**src/rtl/arsf_pkg.sv**
```systemverilog
/*
 * Package for the converter result and status flag block: widths,
 * reset values and the power-state encoding of the converter core.
 * Assumes one system clock and an active-low asynchronous reset.
 */
package arsf_pkg;

    // ------------------------------------------------------------------
    // Default geometry
    // ------------------------------------------------------------------
    localparam int unsigned NUM_CHAN_DEF = 8;
    localparam int unsigned DATA_W_DEF   = 10;
    localparam int unsigned CHAN_W_DEF   = 3;

    // ------------------------------------------------------------------
    // Reset values
    // ------------------------------------------------------------------
    localparam logic FLAG_RST  = 1'b0;
    localparam logic SLEEP_RST = 1'b0;

    // ------------------------------------------------------------------
    // Power state of the converter core
    // ------------------------------------------------------------------
    typedef enum logic [0:0] {
        PWR_AWAKE,
        PWR_ASLEEP
    } arsf_pwr_e;

endpackage

```
**src/rtl/arsf_sleep_ctl.sv**
```systemverilog
/*
 * Sleep control: latches the software sleep option only on an end of
 * conversion, so a selection made while idle waits for the next result.
 * Assumes eoc_i is a one-cycle pulse synchronous to clk_sys_i.
 */
`timescale 1ns/1ps

module arsf_sleep_ctl (
    // Clock and reset
    input  wire logic clk_sys_i,
    input  wire logic reset_n_i,
    // Control
    input  wire logic sleep_sel_i,
    input  wire logic eoc_i,
    // Status
    output logic      sleep_active_o
);

    typedef struct packed {
        arsf_pkg::arsf_pwr_e pwr;
    } arsf_sleep_s;

    arsf_sleep_s st_q;
    arsf_sleep_s st_d;

    // ------------------------------------------------------------------
    // Next state: the option is applied only at the end of a conversion
    // ------------------------------------------------------------------
    always_comb begin
        st_d = st_q;
        if (eoc_i) begin
            st_d.pwr = sleep_sel_i ? arsf_pkg::PWR_ASLEEP
                                   : arsf_pkg::PWR_AWAKE;
        end
    end

    // State register
    always_ff @(posedge clk_sys_i or negedge reset_n_i) begin
        if (!reset_n_i) begin
            st_q.pwr <= arsf_pkg::PWR_AWAKE;
        end else begin
            st_q <= st_d;
        end
    end

    assign sleep_active_o = (st_q.pwr == arsf_pkg::PWR_ASLEEP);
endmodule

```
**src/rtl/arsf_status.sv**
```systemverilog
/*
 * Result registers and status flags of a converter controller.
 * Assumes the conversion core pulses eoc_i for one cycle with the channel
 * number and data, and the bus side pulses one read strobe per read.
 */
`timescale 1ns/1ps

module arsf_status #(
    parameter int unsigned NUM_CHAN = arsf_pkg::NUM_CHAN_DEF,
    parameter int unsigned DATA_W   = arsf_pkg::DATA_W_DEF,
    parameter int unsigned CHAN_W   = arsf_pkg::CHAN_W_DEF
) (
    // Clock and reset
    input  wire logic                clk_sys_i,
    input  wire logic                reset_n_i,
    // Conversion core
    input  wire logic                eoc_i,
    input  wire logic [CHAN_W-1:0]   eoc_chan_i,
    input  wire logic [DATA_W-1:0]   eoc_data_i,
    // Configuration
    input  wire logic [NUM_CHAN-1:0] chan_en_i,
    input  wire logic                sleep_sel_i,
    // Read side-effect strobes
    input  wire logic                rd_last_i,
    input  wire logic                rd_chan_i,
    input  wire logic [CHAN_W-1:0]   rd_chan_sel_i,
    input  wire logic                rd_status_i,
    // Results
    output logic [DATA_W-1:0]        shared_last_result_o,
    output logic [CHAN_W-1:0]        last_chan_o,
    output logic [NUM_CHAN*DATA_W-1:0] per_channel_result_o,
    // Status
    output logic [NUM_CHAN-1:0]      chan_done_o,
    output logic [NUM_CHAN-1:0]      channel_overrun_flag_o,
    output logic                     data_ready_flag_o,
    output logic                     global_overrun_flag_o,
    output logic                     sleep_active_o
);

    // ------------------------------------------------------------------
    // State
    // ------------------------------------------------------------------
    typedef struct packed {
        logic [NUM_CHAN*DATA_W-1:0] res;
        logic [DATA_W-1:0]          last;
        logic [CHAN_W-1:0]          last_ch;
        logic [NUM_CHAN-1:0]        done;
        logic [NUM_CHAN-1:0]        ovr;
        logic                       data_ready_flag;
        logic                       govr;
    } arsf_state_s;

    arsf_state_s st_q;
    arsf_state_s st_d;

    // One-hot decode of a channel number, used for ends and reads
    function automatic logic [NUM_CHAN-1:0] onehot(
        input logic [CHAN_W-1:0] ch,
        input logic              vld
    );
        logic [NUM_CHAN-1:0] v;
        v = '0;
        for (int i = 0; i < NUM_CHAN; i++) begin
            if (vld && (ch == CHAN_W'(i))) begin
                v[i] = 1'b1;
            end
        end
        return v;
    endfunction

    logic [NUM_CHAN-1:0] eoc_hot;
    logic [NUM_CHAN-1:0] rd_hot;
    logic                eoc_en;

    // Disabled or out-of-range channel ends give an empty one-hot vector
    assign eoc_hot = onehot(eoc_chan_i, eoc_i) & chan_en_i;
    assign rd_hot  = onehot(rd_chan_sel_i, rd_chan_i);
    assign eoc_en  = |eoc_hot;

    // ------------------------------------------------------------------
    // Next state; each flag is cleared first, then set, so sets win
    // ------------------------------------------------------------------
    always_comb begin
        st_d = st_q;
        // Read-triggered clears
        if (rd_last_i) begin
            st_d.data_ready_flag = 1'b0;
            st_d.done = st_d.done & ~onehot(st_q.last_ch, 1'b1);
        end
        st_d.done = st_d.done & ~rd_hot;
        if (rd_status_i) begin
            st_d.govr = 1'b0;
            st_d.ovr  = '0;
        end
        // Event sets; only enabled ends count, so a disabled end cannot
        // hold data-ready against a coincident last-result read
        if (eoc_en) begin
            for (int i = 0; i < NUM_CHAN; i++) begin
                if (eoc_hot[i]) begin
                    st_d.res[i*DATA_W +: DATA_W] = eoc_data_i;
                    if (st_q.done[i]) begin
                        st_d.ovr[i] = 1'b1;
                    end
                end
            end
            st_d.last    = eoc_data_i;
            st_d.last_ch = eoc_chan_i;
            st_d.done    = st_d.done | eoc_hot;
            st_d.data_ready_flag    = 1'b1;
            if (st_q.data_ready_flag) begin
                st_d.govr = 1'b1;
            end
        end
    end

    // State register
    always_ff @(posedge clk_sys_i or negedge reset_n_i) begin
        if (!reset_n_i) begin
            st_q.res     <= '0;
            st_q.last    <= '0;
            st_q.last_ch <= '0;
            st_q.done    <= '0;
            st_q.ovr     <= '0;
            st_q.data_ready_flag    <= arsf_pkg::FLAG_RST;
            st_q.govr    <= arsf_pkg::FLAG_RST;
        end else begin
            st_q <= st_d;
        end
    end

    assign shared_last_result_o   = st_q.last;
    assign last_chan_o            = st_q.last_ch;
    assign per_channel_result_o   = st_q.res;
    assign chan_done_o            = st_q.done;
    assign channel_overrun_flag_o = st_q.ovr;
    assign data_ready_flag_o      = st_q.data_ready_flag;
    assign global_overrun_flag_o  = st_q.govr;

    // ------------------------------------------------------------------
    // Sleep control; software writes sleep before starting a conversion
    // ------------------------------------------------------------------
    arsf_sleep_ctl u_sleep (
        .clk_sys_i      (clk_sys_i),
        .reset_n_i      (reset_n_i),
        .sleep_sel_i    (sleep_sel_i),
        .eoc_i          (eoc_en),
        .sleep_active_o (sleep_active_o)
    );
endmodule

```
**config.mk**
```make
export PLATFORM = sky130hd
export DESIGN_NAME = arsf_status
export DESIGN_NICKNAME = d
export VERILOG_FILES = /design/src/rtl/arsf_pkg.sv /design/src/rtl/arsf_sleep_ctl.sv /design/src/rtl/arsf_status.sv
export SDC_FILE = /design/constraint.sdc
export NUM_CORES = 1
export LEC_CHECK = 0
export BUFFER_PORTS_ARGS = -buffer_cell sky130_fd_sc_hd__buf_2
export CAP_MARGIN = 20
export CORE_MARGIN = 1
export CORE_UTILIZATION = 50
export CTS_CLUSTER_SIZE = 16
export DETAILED_ROUTE_END_ITERATION = 12
export GPL_TIMING_DRIVEN = 0
export PLACE_DENSITY = 0.79
export SLEW_MARGIN = 25
export SYNTH_ARGS = -nofsm -noshare
export SYNTH_HDL_FRONTEND = slang
export SYNTH_SLANG_ARGS = --single-unit
```
**constraint.sdc**
```tcl
create_clock -name clk_sys_i -period 1.3 [get_ports clk_sys_i]
set_input_delay 0.065 -clock clk_sys_i [delete_from_list [all_inputs] [get_ports clk_sys_i]]
set_output_delay 0.065 -clock clk_sys_i [all_outputs]
set_load 0.02 [all_outputs]
```
==> results of run 1 <==
repair_timing:
item                                    CTS  global route
buffers inserted                          0             0
endpoints found under the hold margin    68             0
gates cloned                              0             0
hold buffers                              5             0
gates resized for setup                   1             3
endpoints found under the setup margin    8            22
cell usage in the layout (no fill, tap or decap):
cell type / netlist / layout
o22ai_1: 3 / 3
clkbuf_1: 1 / 1
nor3b_2: 0 / 3
buf_16: 0 / 1
clkinv_4: 0 / 3
buf_2: 5 / 145
nor2_4: 1 / 1
nand2b_1: 3 / 3
o311ai_0: 1 / 1
o21bai_1: 1 / 1
mux2i_1: 3 / 3
o221ai_1: 2 / 2
nand2_1: 14 / 14
nand4_1: 3 / 3
dfrtp_1: 112 / 112
clkinv_2: 0 / 1
and3_2: 1 / 1
buf_4: 3 / 4
clkbuf_8: 0 / 11
nand3b_1: 3 / 3
inv_1: 12 / 12
o2bb2ai_2: 1 / 1
nand3_1: 5 / 5
a31oi_1: 1 / 1
buf_6: 1 / 2
inv_6: 0 / 1
nor3b_1: 5 / 2
a31o_2: 4 / 4
a21o_1: 1 / 1
mux2_2: 86 / 86
buf_8: 1 / 1
nand4b_1: 2 / 2
nor2_1: 5 / 5
nor2b_1: 1 / 1
mux2_4: 8 / 8
dlygate4sd3_1: 0 / 5
o21ai_0: 9 / 9
layer usage:
layer,track usage (%),up-vias
met3,4.90,21
met2,37.4,104
li1,-,1369
met5,0,-
met1,30.3,1517
met4,9.45,0
state kept, by name (all words and copies together) (netlist names):
signal / count
u_sleep.sleep_active_o: 1
data_ready_flag_o: 1
last_chan_o: 3
channel_overrun_flag_o: 8
per_channel_result_o: 80
shared_last_result_o: 10
chan_done_o: 8
global_overrun_flag_o: 1
worst max-delay path, cell delays in order:
cell     delay, ps
buf_2          120
nor3b_1        400
and3_2         300
buf_4          230
mux2_2         350
cell usage after synthesis:
| master | count | area share, % |
|---|---|---|
| a21o_1 | 1 | 0.17 |
| buf_2 | 5 | 0.56 |
| nand3b_1 | 3 | 0.51 |
| dfrtp_1 | 112 | 63 |
| buf_8 | 1 | 0.34 |
| buf_4 | 3 | 0.51 |
| a31o_2 | 4 | 0.79 |
| nand3_1 | 5 | 0.56 |
| o2bb2ai_2 | 1 | 0.34 |
| o21bai_1 | 1 | 0.17 |
| inv_1 | 12 | 1.0 |
| o21ai_0 | 9 | 1.0 |
| nand2_1 | 14 | 1.2 |
| nor2_4 | 1 | 0.25 |
| a31oi_1 | 1 | 0.14 |
| o221ai_1 | 2 | 0.39 |
| nand2b_1 | 3 | 0.42 |
| mux2_4 | 8 | 2.7 |
| clkbuf_1 | 1 | 0.084 |
| mux2_2 | 86 | 22 |
| mux2i_1 | 3 | 0.68 |
| nor3b_1 | 5 | 0.85 |
| nand4_1 | 3 | 0.42 |
| nor2_1 | 5 | 0.42 |
| nor2b_1 | 1 | 0.14 |
| buf_6 | 1 | 0.25 |
| o311ai_0 | 1 | 0.20 |
| o22ai_1 | 3 | 0.42 |
| nand4b_1 | 2 | 0.39 |
| and3_2 | 1 | 0.17 |
cell type report:
type / instances / area [sq um] / share of cell area [%]
inverter: 12 / 45.0 / 0.807
buffer: 11 / 80.1 / 1.43
multi-input combinational: 163 / 1530 / 27.4
sequential: 112 / 2800 / 50.2
tap: 108 / 135 / 2.42
timing repair buffer: 148 / 795 / 14.2
clock inverter: 5 / 40.0 / 0.717
clock buffer: 11 / 151 / 2.71
report_power, final:
group	total (mW)	switching, mW	leakage, nW	internal (mW)
registers	4.65	0.414	1.39	4.23
logic	2.94	1.73	1.28	1.21
clock network	1.96	1.14	0.0999	0.818
total	9.55	3.28	2.77	6.26
through the flow:
stage	setup TNS [ps]	std cells	setup WS, ps	utilization [%]	instance area (sq um)
final	0	570	65.6	64.3	5580
after global routing	0	570	19.5	64.3	5580
after CTS	0	570	24.9	64.1	5570
after detailed placement	-20840	549	-435	61.3	5320
after global placement	-133190	548	-1040	60.9	5290
after floorplan	0	298	25.7	-	4440
cells by family (layout without fill, tap and decap cells):
family          count (synthesis)  after routing  synth area share [%]
flops                         112            112                  63.1
compound gates                 23             23                  3.63
mux                            97             97                  25.2
buf+inv                        23            187                  2.76
simple gates                   43             43                  5.32
worst paths after layout:
path | to | from | slack (ps) | depth (start not counted)
min in group asynchronous | per_channel_result_o[60] | reset_n_i | 280 | 2
min | channel_overrun_flag_o[2] | rd_status_i | 20 | 2
max reg2reg | chan_done_o[4] | last_chan_o[0] | 70 | 4
max | per_channel_result_o[16] | eoc_chan_i[2] | 70 | 5
min reg2reg | per_channel_result_o[72] | per_channel_result_o[72] | 510 | 1
max in group asynchronous | per_channel_result_o[57] | reset_n_i | 370 | 3
==> results.sh, run 1 <==
export IMPL_syn_avg_cell_area_sq_um=14.9
export IMPL_die_h_microns=96.3
export IMPL_met2WireLength_mm=5.06
export IMPL_numPortBuffers=142
export IMPL_vias=3011
export IMPL_clock_sinks=112
export IMPL_numCtsBuffers=9
export IMPL_final_period_utilization_pct=95.0
export IMPL_grt_pass1_vias=2858
export IMPL_crit_fanout=10
export IMPL_met3WireLength_microns=536
export IMPL_vias_per_cell=5.28
export IMPL_ys_seq_area_share_pct=63.1
export IMPL_drt_total_wl_mm=10.2
export IMPL_fill_cells=677
export IMPL_grt_start_max_net_pins=66
export IMPL_p_leak_nw=2.77
export IMPL_wl_met1_mm=4.39
export IMPL_cts_tree="done"
export IMPL_startpoint_type="input pin"
export IMPL_setup_viol=0
export IMPL_place_gp_congestion=0.824
export IMPL_p_total_mw=9.55
export IMPL_drive_above_1_share_pct=59.1
export IMPL_die_area_sq_um=9260
export IMPL_status="finished, final reports clean"
export IMPL_hold_slack_ps=22.0
export IMPL_worst_ir_drop_vdd_mv=0.959
export IMPL_grt_pass1_wl_mm=15.4
export IMPL_row_count=34
export IMPL_area_delta_synth_final_pct=25.6
export IMPL_rsz0062_at_grt="false"
export IMPL_cp_required_ps=1540
export IMPL_overflow=0
export IMPL_clk_latency_ps=360
export IMPL_grt_use_total_pct=23.1
export IMPL_dr_pass1_iters=6
export IMPL_syn_area_sq_um=4440
export IMPL_drc_errors=0
export IMPL_cts_buffer_depth=2
export IMPL_hold_path_class="input pin to flip-flop"
export IMPL_die_w_microns=96.3
export IMPL_antenna_found_initial=0
export IMPL_skew_ps=15.9
export IMPL_synthCells=298
export IMPL_maxSlewViolCount=0
export IMPL_dpl_hpwl_mm=6.94
export IMPL_wl_per_cell_microns=18.0
export IMPL_ios=143
export IMPL_yosysWarnings=0
export IMPL_drv_cap=0
export IMPL_core_sq_um=8680
export IMPL_max_slew_margin_pct=59.7
export IMPL_worst_pin_slew_ps=605
export IMPL_cts_max_level=3
export IMPL_drt_iter0_drc=93
export IMPL_yosys_cell_types_count=30
export IMPL_start_util_pct=51.2
export IMPL_hold_violations=0
export IMPL_finalNetCount=488
export IMPL_endpoint_kind="flip-flop"
export IMPL_cts_root_buf="clkbuf_8"
export IMPL_clk_pin_slew_ps=110
export IMPL_layout_min_cycle_time_ps=1230
export IMPL_syn_nets=329
export IMPL_ant_nets=0
export IMPL_powerDensity_nw_per_um2=1710
export IMPL_worstSetupPathType="input pin to flip-flop"
export IMPL_top_layer="met4"
export IMPL_diodes=0
export IMPL_max_freq_mhz=810
export IMPL_critPathArrivalTime_ps=1480
export IMPL_ys_ff_latch=112
(Power assumes the default switching activity.)
==> run 2: changes to the inputs <==
--- a/config.mk
+++ b/config.mk
@@ -16,4 +16,5 @@
 export SLEW_MARGIN = 25
 export SYNTH_ARGS = -nofsm -noshare
 export SYNTH_HDL_FRONTEND = slang
+export SYNTH_HIERARCHICAL = 1
 export SYNTH_SLANG_ARGS = --single-unit
==> run 2 against run 1 <==
Effect of this change:
- first-iteration DRC count fell by 48%
- die area grew 0.20%
- global-route usage down 0.68 points
- worst setup slack improved by 10 ps
- clock skew decreased by 13 ps
- area after synthesis rose by 0.20%
- critical path depth rose by 1
- utilization rose by 0.072 points
- via count down 1.2%
==> results.sh, run 2 <==
export IMPL_endpoint_kind="flip-flop"
export IMPL_numPortBuffers=142
export IMPL_clock_sinks=112
export IMPL_yosys_cell_types_count=28
export IMPL_crit_fanout=10
export IMPL_syn_area_sq_um=4450
export IMPL_worstSetupPathType="input pin to flip-flop"
export IMPL_area_delta_synth_final_pct=25.5
export IMPL_die_area_sq_um=9280
export IMPL_drc_errors=0
export IMPL_drv_cap=0
export IMPL_final_period_utilization_pct=94.2
export IMPL_diodes=0
export IMPL_hold_path_class="input pin to flip-flop"
export IMPL_grt_use_total_pct=22.4
export IMPL_dr_pass1_iters=4
export IMPL_start_util_pct=51.3
export IMPL_grt_pass1_vias=2870
export IMPL_startpoint_type="input pin"
export IMPL_dpl_hpwl_mm=7.01
export IMPL_overflow=0
export IMPL_layout_min_cycle_time_ps=1220
export IMPL_ant_nets=0
export IMPL_cp_required_ps=1550
export IMPL_p_int_mw=6.37
export IMPL_switching_share_pct=34.4
export IMPL_hold_violations=0
export IMPL_cts_tree="done"
export IMPL_fin_util_pct=64.4
export IMPL_die_w_microns=96.3
export IMPL_final_cells=567
export IMPL_grt_start_max_net_pins=69
export IMPL_drt_iter0_drc=48
export IMPL_ios=143
export IMPL_core_sq_um=8680
export IMPL_wl_per_cell_microns=17.9
export IMPL_finalNetCount=485
export IMPL_yosysWarnings=6
export IMPL_antenna_found_initial=0
export IMPL_comb_power_share_pct=30.4
export IMPL_vias_per_cell=5.25
export IMPL_syn_nets=328
export IMPL_synth_top_cell_area_share_pct=63.0
export IMPL_drive_above_1_share_pct=59.7
export IMPL_numCtsBuffers=9
export IMPL_mostFrequentLayoutCells="145 x buf_2, 112 x dfrtp_1, 84 x mux2_2"
export IMPL_clk_pin_slew_ps=100
export IMPL_p_clk_share_pct=21.7
export IMPL_placedCellCount=548
export IMPL_setup_viol=0
export IMPL_worst_ir_drop_vdd_mv=0.967
export IMPL_row_count=34
export IMPL_place_gp_congestion=0.873
export IMPL_ys_ff_latch=112
export IMPL_max_freq_mhz=817
export IMPL_switching_power_mw=3.34
export IMPL_synthTopCellsByCount="112 x dfrtp_1, 85 x mux2_2, 13 x inv_1"
export IMPL_mostFrequentLayoutCell="buf_2"
export IMPL_clk_latency_ps=350
export IMPL_synthCells=297
export IMPL_async_flop_share_pct=100
export IMPL_yosysTopAreaCell="dfrtp_1"
export IMPL_largest_reg_flops=80
export IMPL_status="finished, final reports clean"
export IMPL_drt_total_wl_mm=10.1
export IMPL_synth_edf_count=0
export IMPL_cts_max_level=3
export IMPL_hold_slack_ps=12.1
export IMPL_max_slew_margin_pct=71.6
export IMPL_powerDensity_nw_per_um2=1740
export IMPL_seqPwrFrac_pct=47.9
export IMPL_maxSlewViolCount=0
export IMPL_skew_ps=2.72
export IMPL_cts_buffer_depth=2
export IMPL_die_h_microns=96.3
export IMPL_p_leak_nw=2.77
export IMPL_synthTopCellsByArea="dfrtp_1 63%, mux2_2 22%, mux2_4 2.7%"
export IMPL_syn_avg_cell_area_sq_um=15.0
export IMPL_synth_most_common_cell="dfrtp_1"
export IMPL_grt_pass1_wl_mm=15.3
export IMPL_vias=2976
export IMPL_critPathArrivalTime_ps=1470
export IMPL_ys_dominant_reg_cell="dfrtp_1"
export IMPL_ys_seq_area_share_pct=63.0
export IMPL_rsz0062_at_grt="false"
export IMPL_worst_pin_slew_ps=426
export IMPL_cts_root_buf="clkbuf_8"
run 2: cell types whose count changed in the layout (fill, tap and decap cells not counted), moves of 3 or more:
cell,previous run,this run
clkbuf_4,0,3
nand2b_1,3,0
nor2b_1,1,4
buf_4,4,1
nand3_1,5,8
run 2: cell type report:
type / instances / area, sq um
Buffer: 10 / 72.6
Clock buffer: 10 / 128
Clock inverter: 6 / 75.1
Fill cell: 688 / 3090
Inverter: 13 / 48.8
Multi-Input combinational cell: 162 / 1550
Sequential cell: 112 / 2800
Tap cell: 108 / 135
Timing Repair Buffer: 146 / 774
run 2: power groups by stage:
stage	clock network [mW]	registers [mW]	logic [mW]
4_1_cts	2.17	4.65	2.98
3_5_place_dp	0	4.72	2.97
2_1_floorplan	0	5.66	0.837
5_1_grt	2.29	4.76	3.16
6_report	2.11	4.65	2.95
3_3_place_gp	0	4.68	2.90
run 2: worst max-delay path, stage by stage:
cell and delay (ps):
buf_2 160, buf_6 160, nand2_1 60, nor2_1 250, buf_2 390, mux2_2 380
run 2: layer usage:
| metal | vias to the layer above | wire (microns) | global-route usage, % |
|---|---|---|---|
| li1 | 1366 | - | - |
| met2 | 91 | 5050 | 37.0 |
| met4 | 0 | 173 | 6.86 |
| met3 | 14 | 430 | 4.42 |
| met1 | 1505 | 4480 | 30.0 |
| met5 | - | 0 | 0 |
run 2: path summary, 6_finish.rpt:
check / start / to / slack, ps / cells past startpoint
worst max register to register: last_chan_o[0] / chan_done_o[6] / 110 / 3
min in group asynchronous: reset_n_i / per_channel_result_o[44] / 180 / 2
max in group asynchronous: reset_n_i / per_channel_result_o[79] / 440 / 3
worst max-delay path: eoc_chan_i[0] / per_channel_result_o[76] / 80 / 6
worst min register to register: per_channel_result_o[9] / per_channel_result_o[9] / 500 / 1
worst min-delay path: chan_en_i[5] / chan_done_o[5] / 10 / 3
run 2: repair_timing:
item,CTS,global route
endpoints found under the setup margin,0,17
hold endpoints to repair,46,0
hold buffers,3,0
setup buffers,0,0
resized for setup,0,3
run 2: per-stage QoR:
step | setup slack, ps | instance area, sq um | power [mW] | setup TNS [ps]
finish | 75.6 | 5590 | 9.71 | 0
global route | 7.73 | 5590 | 10.2 | 0
CTS | 42.6 | 5580 | 9.81 | 0
detailed placement | -354 | 5350 | 7.69 | -19640
floorplan | 21.8 | 4470 | 6.50 | 0
global placement | -1040 | 5310 | 7.58 | -132560
run 2: kinds of logic (layout without fill, tap and decap cells):
group | after synthesis | in the layout | share of synthesized area [%]
AO/OA/AOI/OAI | 23 | 23 | 3.82
AND/OR/NAND/NOR | 42 | 42 | 5.51
buffers and inverters | 23 | 185 | 2.56
flip-flops | 112 | 112 | 63.0
multiplexers | 97 | 97 | 25.1
==> run 3: changes to the inputs <==
--- a/config.mk
+++ b/config.mk
@@ -8,11 +8,12 @@
 export BUFFER_PORTS_ARGS = -buffer_cell sky130_fd_sc_hd__buf_2
 export CAP_MARGIN = 20
 export CORE_MARGIN = 1
-export CORE_UTILIZATION = 50
+export CORE_UTILIZATION = 52
+export CTS_BUF_LIST = sky130_fd_sc_hd__clkbuf_8
 export CTS_CLUSTER_SIZE = 16
 export DETAILED_ROUTE_END_ITERATION = 12
 export GPL_TIMING_DRIVEN = 0
-export PLACE_DENSITY = 0.79
+export PLACE_DENSITY = 0.81
 export SLEW_MARGIN = 25
 export SYNTH_ARGS = -nofsm -noshare
 export SYNTH_HDL_FRONTEND = slang
==> run 3 against run 2 <==
Effect of this change:
- via count grew 0.44%
- critical path type unchanged
- largest power group unchanged
- global-route usage is 0.48 points higher
- critical path depth is 2 higher
- highest routed layer unchanged
- largest cell class unchanged
- clock-buffer cell count fell by 1
- routed wire length fell by 1.7%
- die area fell by 3.8%
- utilization is 3.2 points higher
==> results.sh, run 3 (same netlist as run 2, synthesis figures left out) <==
export IMPL_row_count=33
export IMPL_regArea_sq_um=2800
export IMPL_clk_pin_slew_ps=100
export IMPL_hold_violations=0
export IMPL_multi_input_area_sq_um=1550
export IMPL_dpl_hpwl_mm=6.95
export IMPL_clk_latency_ps=350
export IMPL_cpMostUsedCell="buf_6"
export IMPL_powerDensity_nw_per_um2=1700
export IMPL_min_from="rd_status_i"
export IMPL_cts_buffer_depth=2
export IMPL_drc_errors=0
export IMPL_seqPwrFrac_pct=49.0
export IMPL_crit_cells=8
export IMPL_wl_per_cell_microns=17.6
export IMPL_worst_pin_slew_ps=439
export IMPL_grt_pass1_wl_mm=15.3
export IMPL_die_area_sq_um=8930
export IMPL_setup_viol=0
export IMPL_finalNetCount=487
export IMPL_drv_cap=0
export IMPL_p_int_mw=6.17
export IMPL_reg2reg_slack_ps=90
export IMPL_design_area_sq_um=5580
export IMPL_vias=2989
export IMPL_worstSetupPathType="input pin to flip-flop"
export IMPL_max_freq_mhz=803
export IMPL_maxSlewViolCount=0
export IMPL_drive_above_1_share_pct=59.4
export IMPL_p_leak_nw=2.76
export IMPL_status="finished, final reports clean"
export IMPL_startpoint_type="input pin"
export IMPL_switching_share_pct=35.1
export IMPL_die_h_microns=94.5
export IMPL_diodes=0
export IMPL_fill_cells=636
export IMPL_die_w_microns=94.5
export IMPL_cts_setup_buffers=0
export IMPL_worstRegToRegCells=3
export IMPL_worst_path_buf_inv=4
export IMPL_hold_path_depth=2
export IMPL_rsz0062_at_grt="false"
export IMPL_cp_required_ps=1540
export IMPL_cts_root_buf="clkbuf_8"
export IMPL_hold_end="channel_overrun_flag_o[6]"
export IMPL_switching_power_mw=3.33
export IMPL_numCtsBuffers=9
export IMPL_vias_per_cell=5.28
export IMPL_drt_total_wl_mm=9.97
export IMPL_skew_ps=4.60
export IMPL_ant_nets=0
export IMPL_hold_slack_ps=29.4
export IMPL_cts_tree="done"
export IMPL_mostFrequentLayoutCells="145 x buf_2, 112 x dfrtp_1, 84 x mux2_2"
export IMPL_place_gp_congestion=0.860
export IMPL_path_cells="buf_2, buf_6, mux2i_1, o22ai_2, nor2_4, buf_6, inv_2, mux2_4"
export IMPL_drt_iter0_drc=119
export IMPL_start_util_pct=53.9
export IMPL_endpoint_kind="flip-flop"
export IMPL_cts_max_level=3
export IMPL_hold_path_class="input pin to flip-flop"
export IMPL_max_slew_margin_pct=70.7
export IMPL_core_sq_um=8260
export IMPL_clock_sinks=112
export IMPL_grt_pass1_vias=2918
export IMPL_place_area_sq_um=5340
export IMPL_layout_min_cycle_time_ps=1240
export IMPL_area_delta_synth_final_pct=25.3
export IMPL_r2r_end="chan_done_o[2]"
export IMPL_p_clk_share_pct=19.9
export IMPL_comb_power_share_pct=31.1
export IMPL_dr_pass1_iters=4
export IMPL_grt_start_max_net_pins=68
export IMPL_reg2reg_from="last_chan_o[0]"
export IMPL_overflow=0
export IMPL_largest_reg_flops=80
export IMPL_critical_path_top_delay_family="buffers and inverters"
export IMPL_worst_ir_drop_vdd_mv=1.11
export IMPL_cp_slowest_cell="mux2_4"
export IMPL_numPortBuffers=142
export IMPL_final_period_utilization_pct=95.8
export IMPL_fin_util_pct=67.5
export IMPL_critPathArrivalTime_ps=1490
export IMPL_antenna_found_initial=0
export IMPL_grt_use_total_pct=22.9
export IMPL_ios=143
export IMPL_crit_fanout=10
export IMPL_slowest_delay_ps=290
export IMPL_startpoint="eoc_chan_i[0]"
export IMPL_mostFrequentLayoutCell="buf_2"
run 3: cell count changes in the layout (fill, tap and decap cells not counted), sizes merged:
cell / previous run / this run
clkinvlp: 1 / 2
bufinv: 1 / 0
clkbuf: 13 / 12
inv: 16 / 17
dlygate4sd3: 3 / 5
run 3: metal layers:
metal	global-route usage [%]	routed length, microns
met2	36.7	4900
met4	7.58	176
met3	3.70	607
met1	32.1	4290
met5	0	0
run 3: final cells by class:
type / count / share of cell area (%)
sequential: 112 / 50.2
clock inverter: 7 / 0.965
clock buffer: 9 / 2.22
multi-input combinational: 162 / 27.8
tap: 105 / 2.36
timing repair buffer: 148 / 14.2
inverter: 13 / 0.875
buffer: 10 / 1.30
run 3: worst register-to-register path, stage by stage (launching register included):
cell and delay [ps]:
dfrtp_1 470, nor2b_1 280, nand3_1 120, a31o_2 250
run 3: repair_timing:
item / CTS / global route
hold buffers: 5 / 0
endpoints found under the setup margin: 0 / 24
gates resized for setup: 0 / 3
hold endpoints to repair: 49 / 0
run 3: power groups by stage:
stage               registers [mW]  clock network, mW  logic (mW)
CTS                           4.66               1.94        2.98
global route                  4.75               2.07        3.14
detailed placement            4.72                  0        2.97
floorplan                     5.66                  0       0.837
finish                        4.65               1.89        2.95
global placement              4.67                  0        2.90
run 3: worst max-delay path by stage:
| stage | to |
|---|---|
| after floorplan | u_sleep/sleep_active_o |
| after global placement | per_channel_result_o[67] |
| after detailed placement | per_channel_result_o[15] |
| after CTS | per_channel_result_o[15] |
| after global routing | per_channel_result_o[69] |
| final | u_sleep/sleep_active_o |
run 3: metrics by stage:
stage                     setup TNS (ps)  power, mW  setup slack (ps)  std cells
final                                  0       9.50              55.1        566
after global routing                   0       9.96              1.75        566
after CTS                              0       9.58              17.3        566
after detailed placement          -19130       7.69              -361        545
after global placement           -133750       7.57             -1040        544
after floorplan                        0       6.50              21.8        297
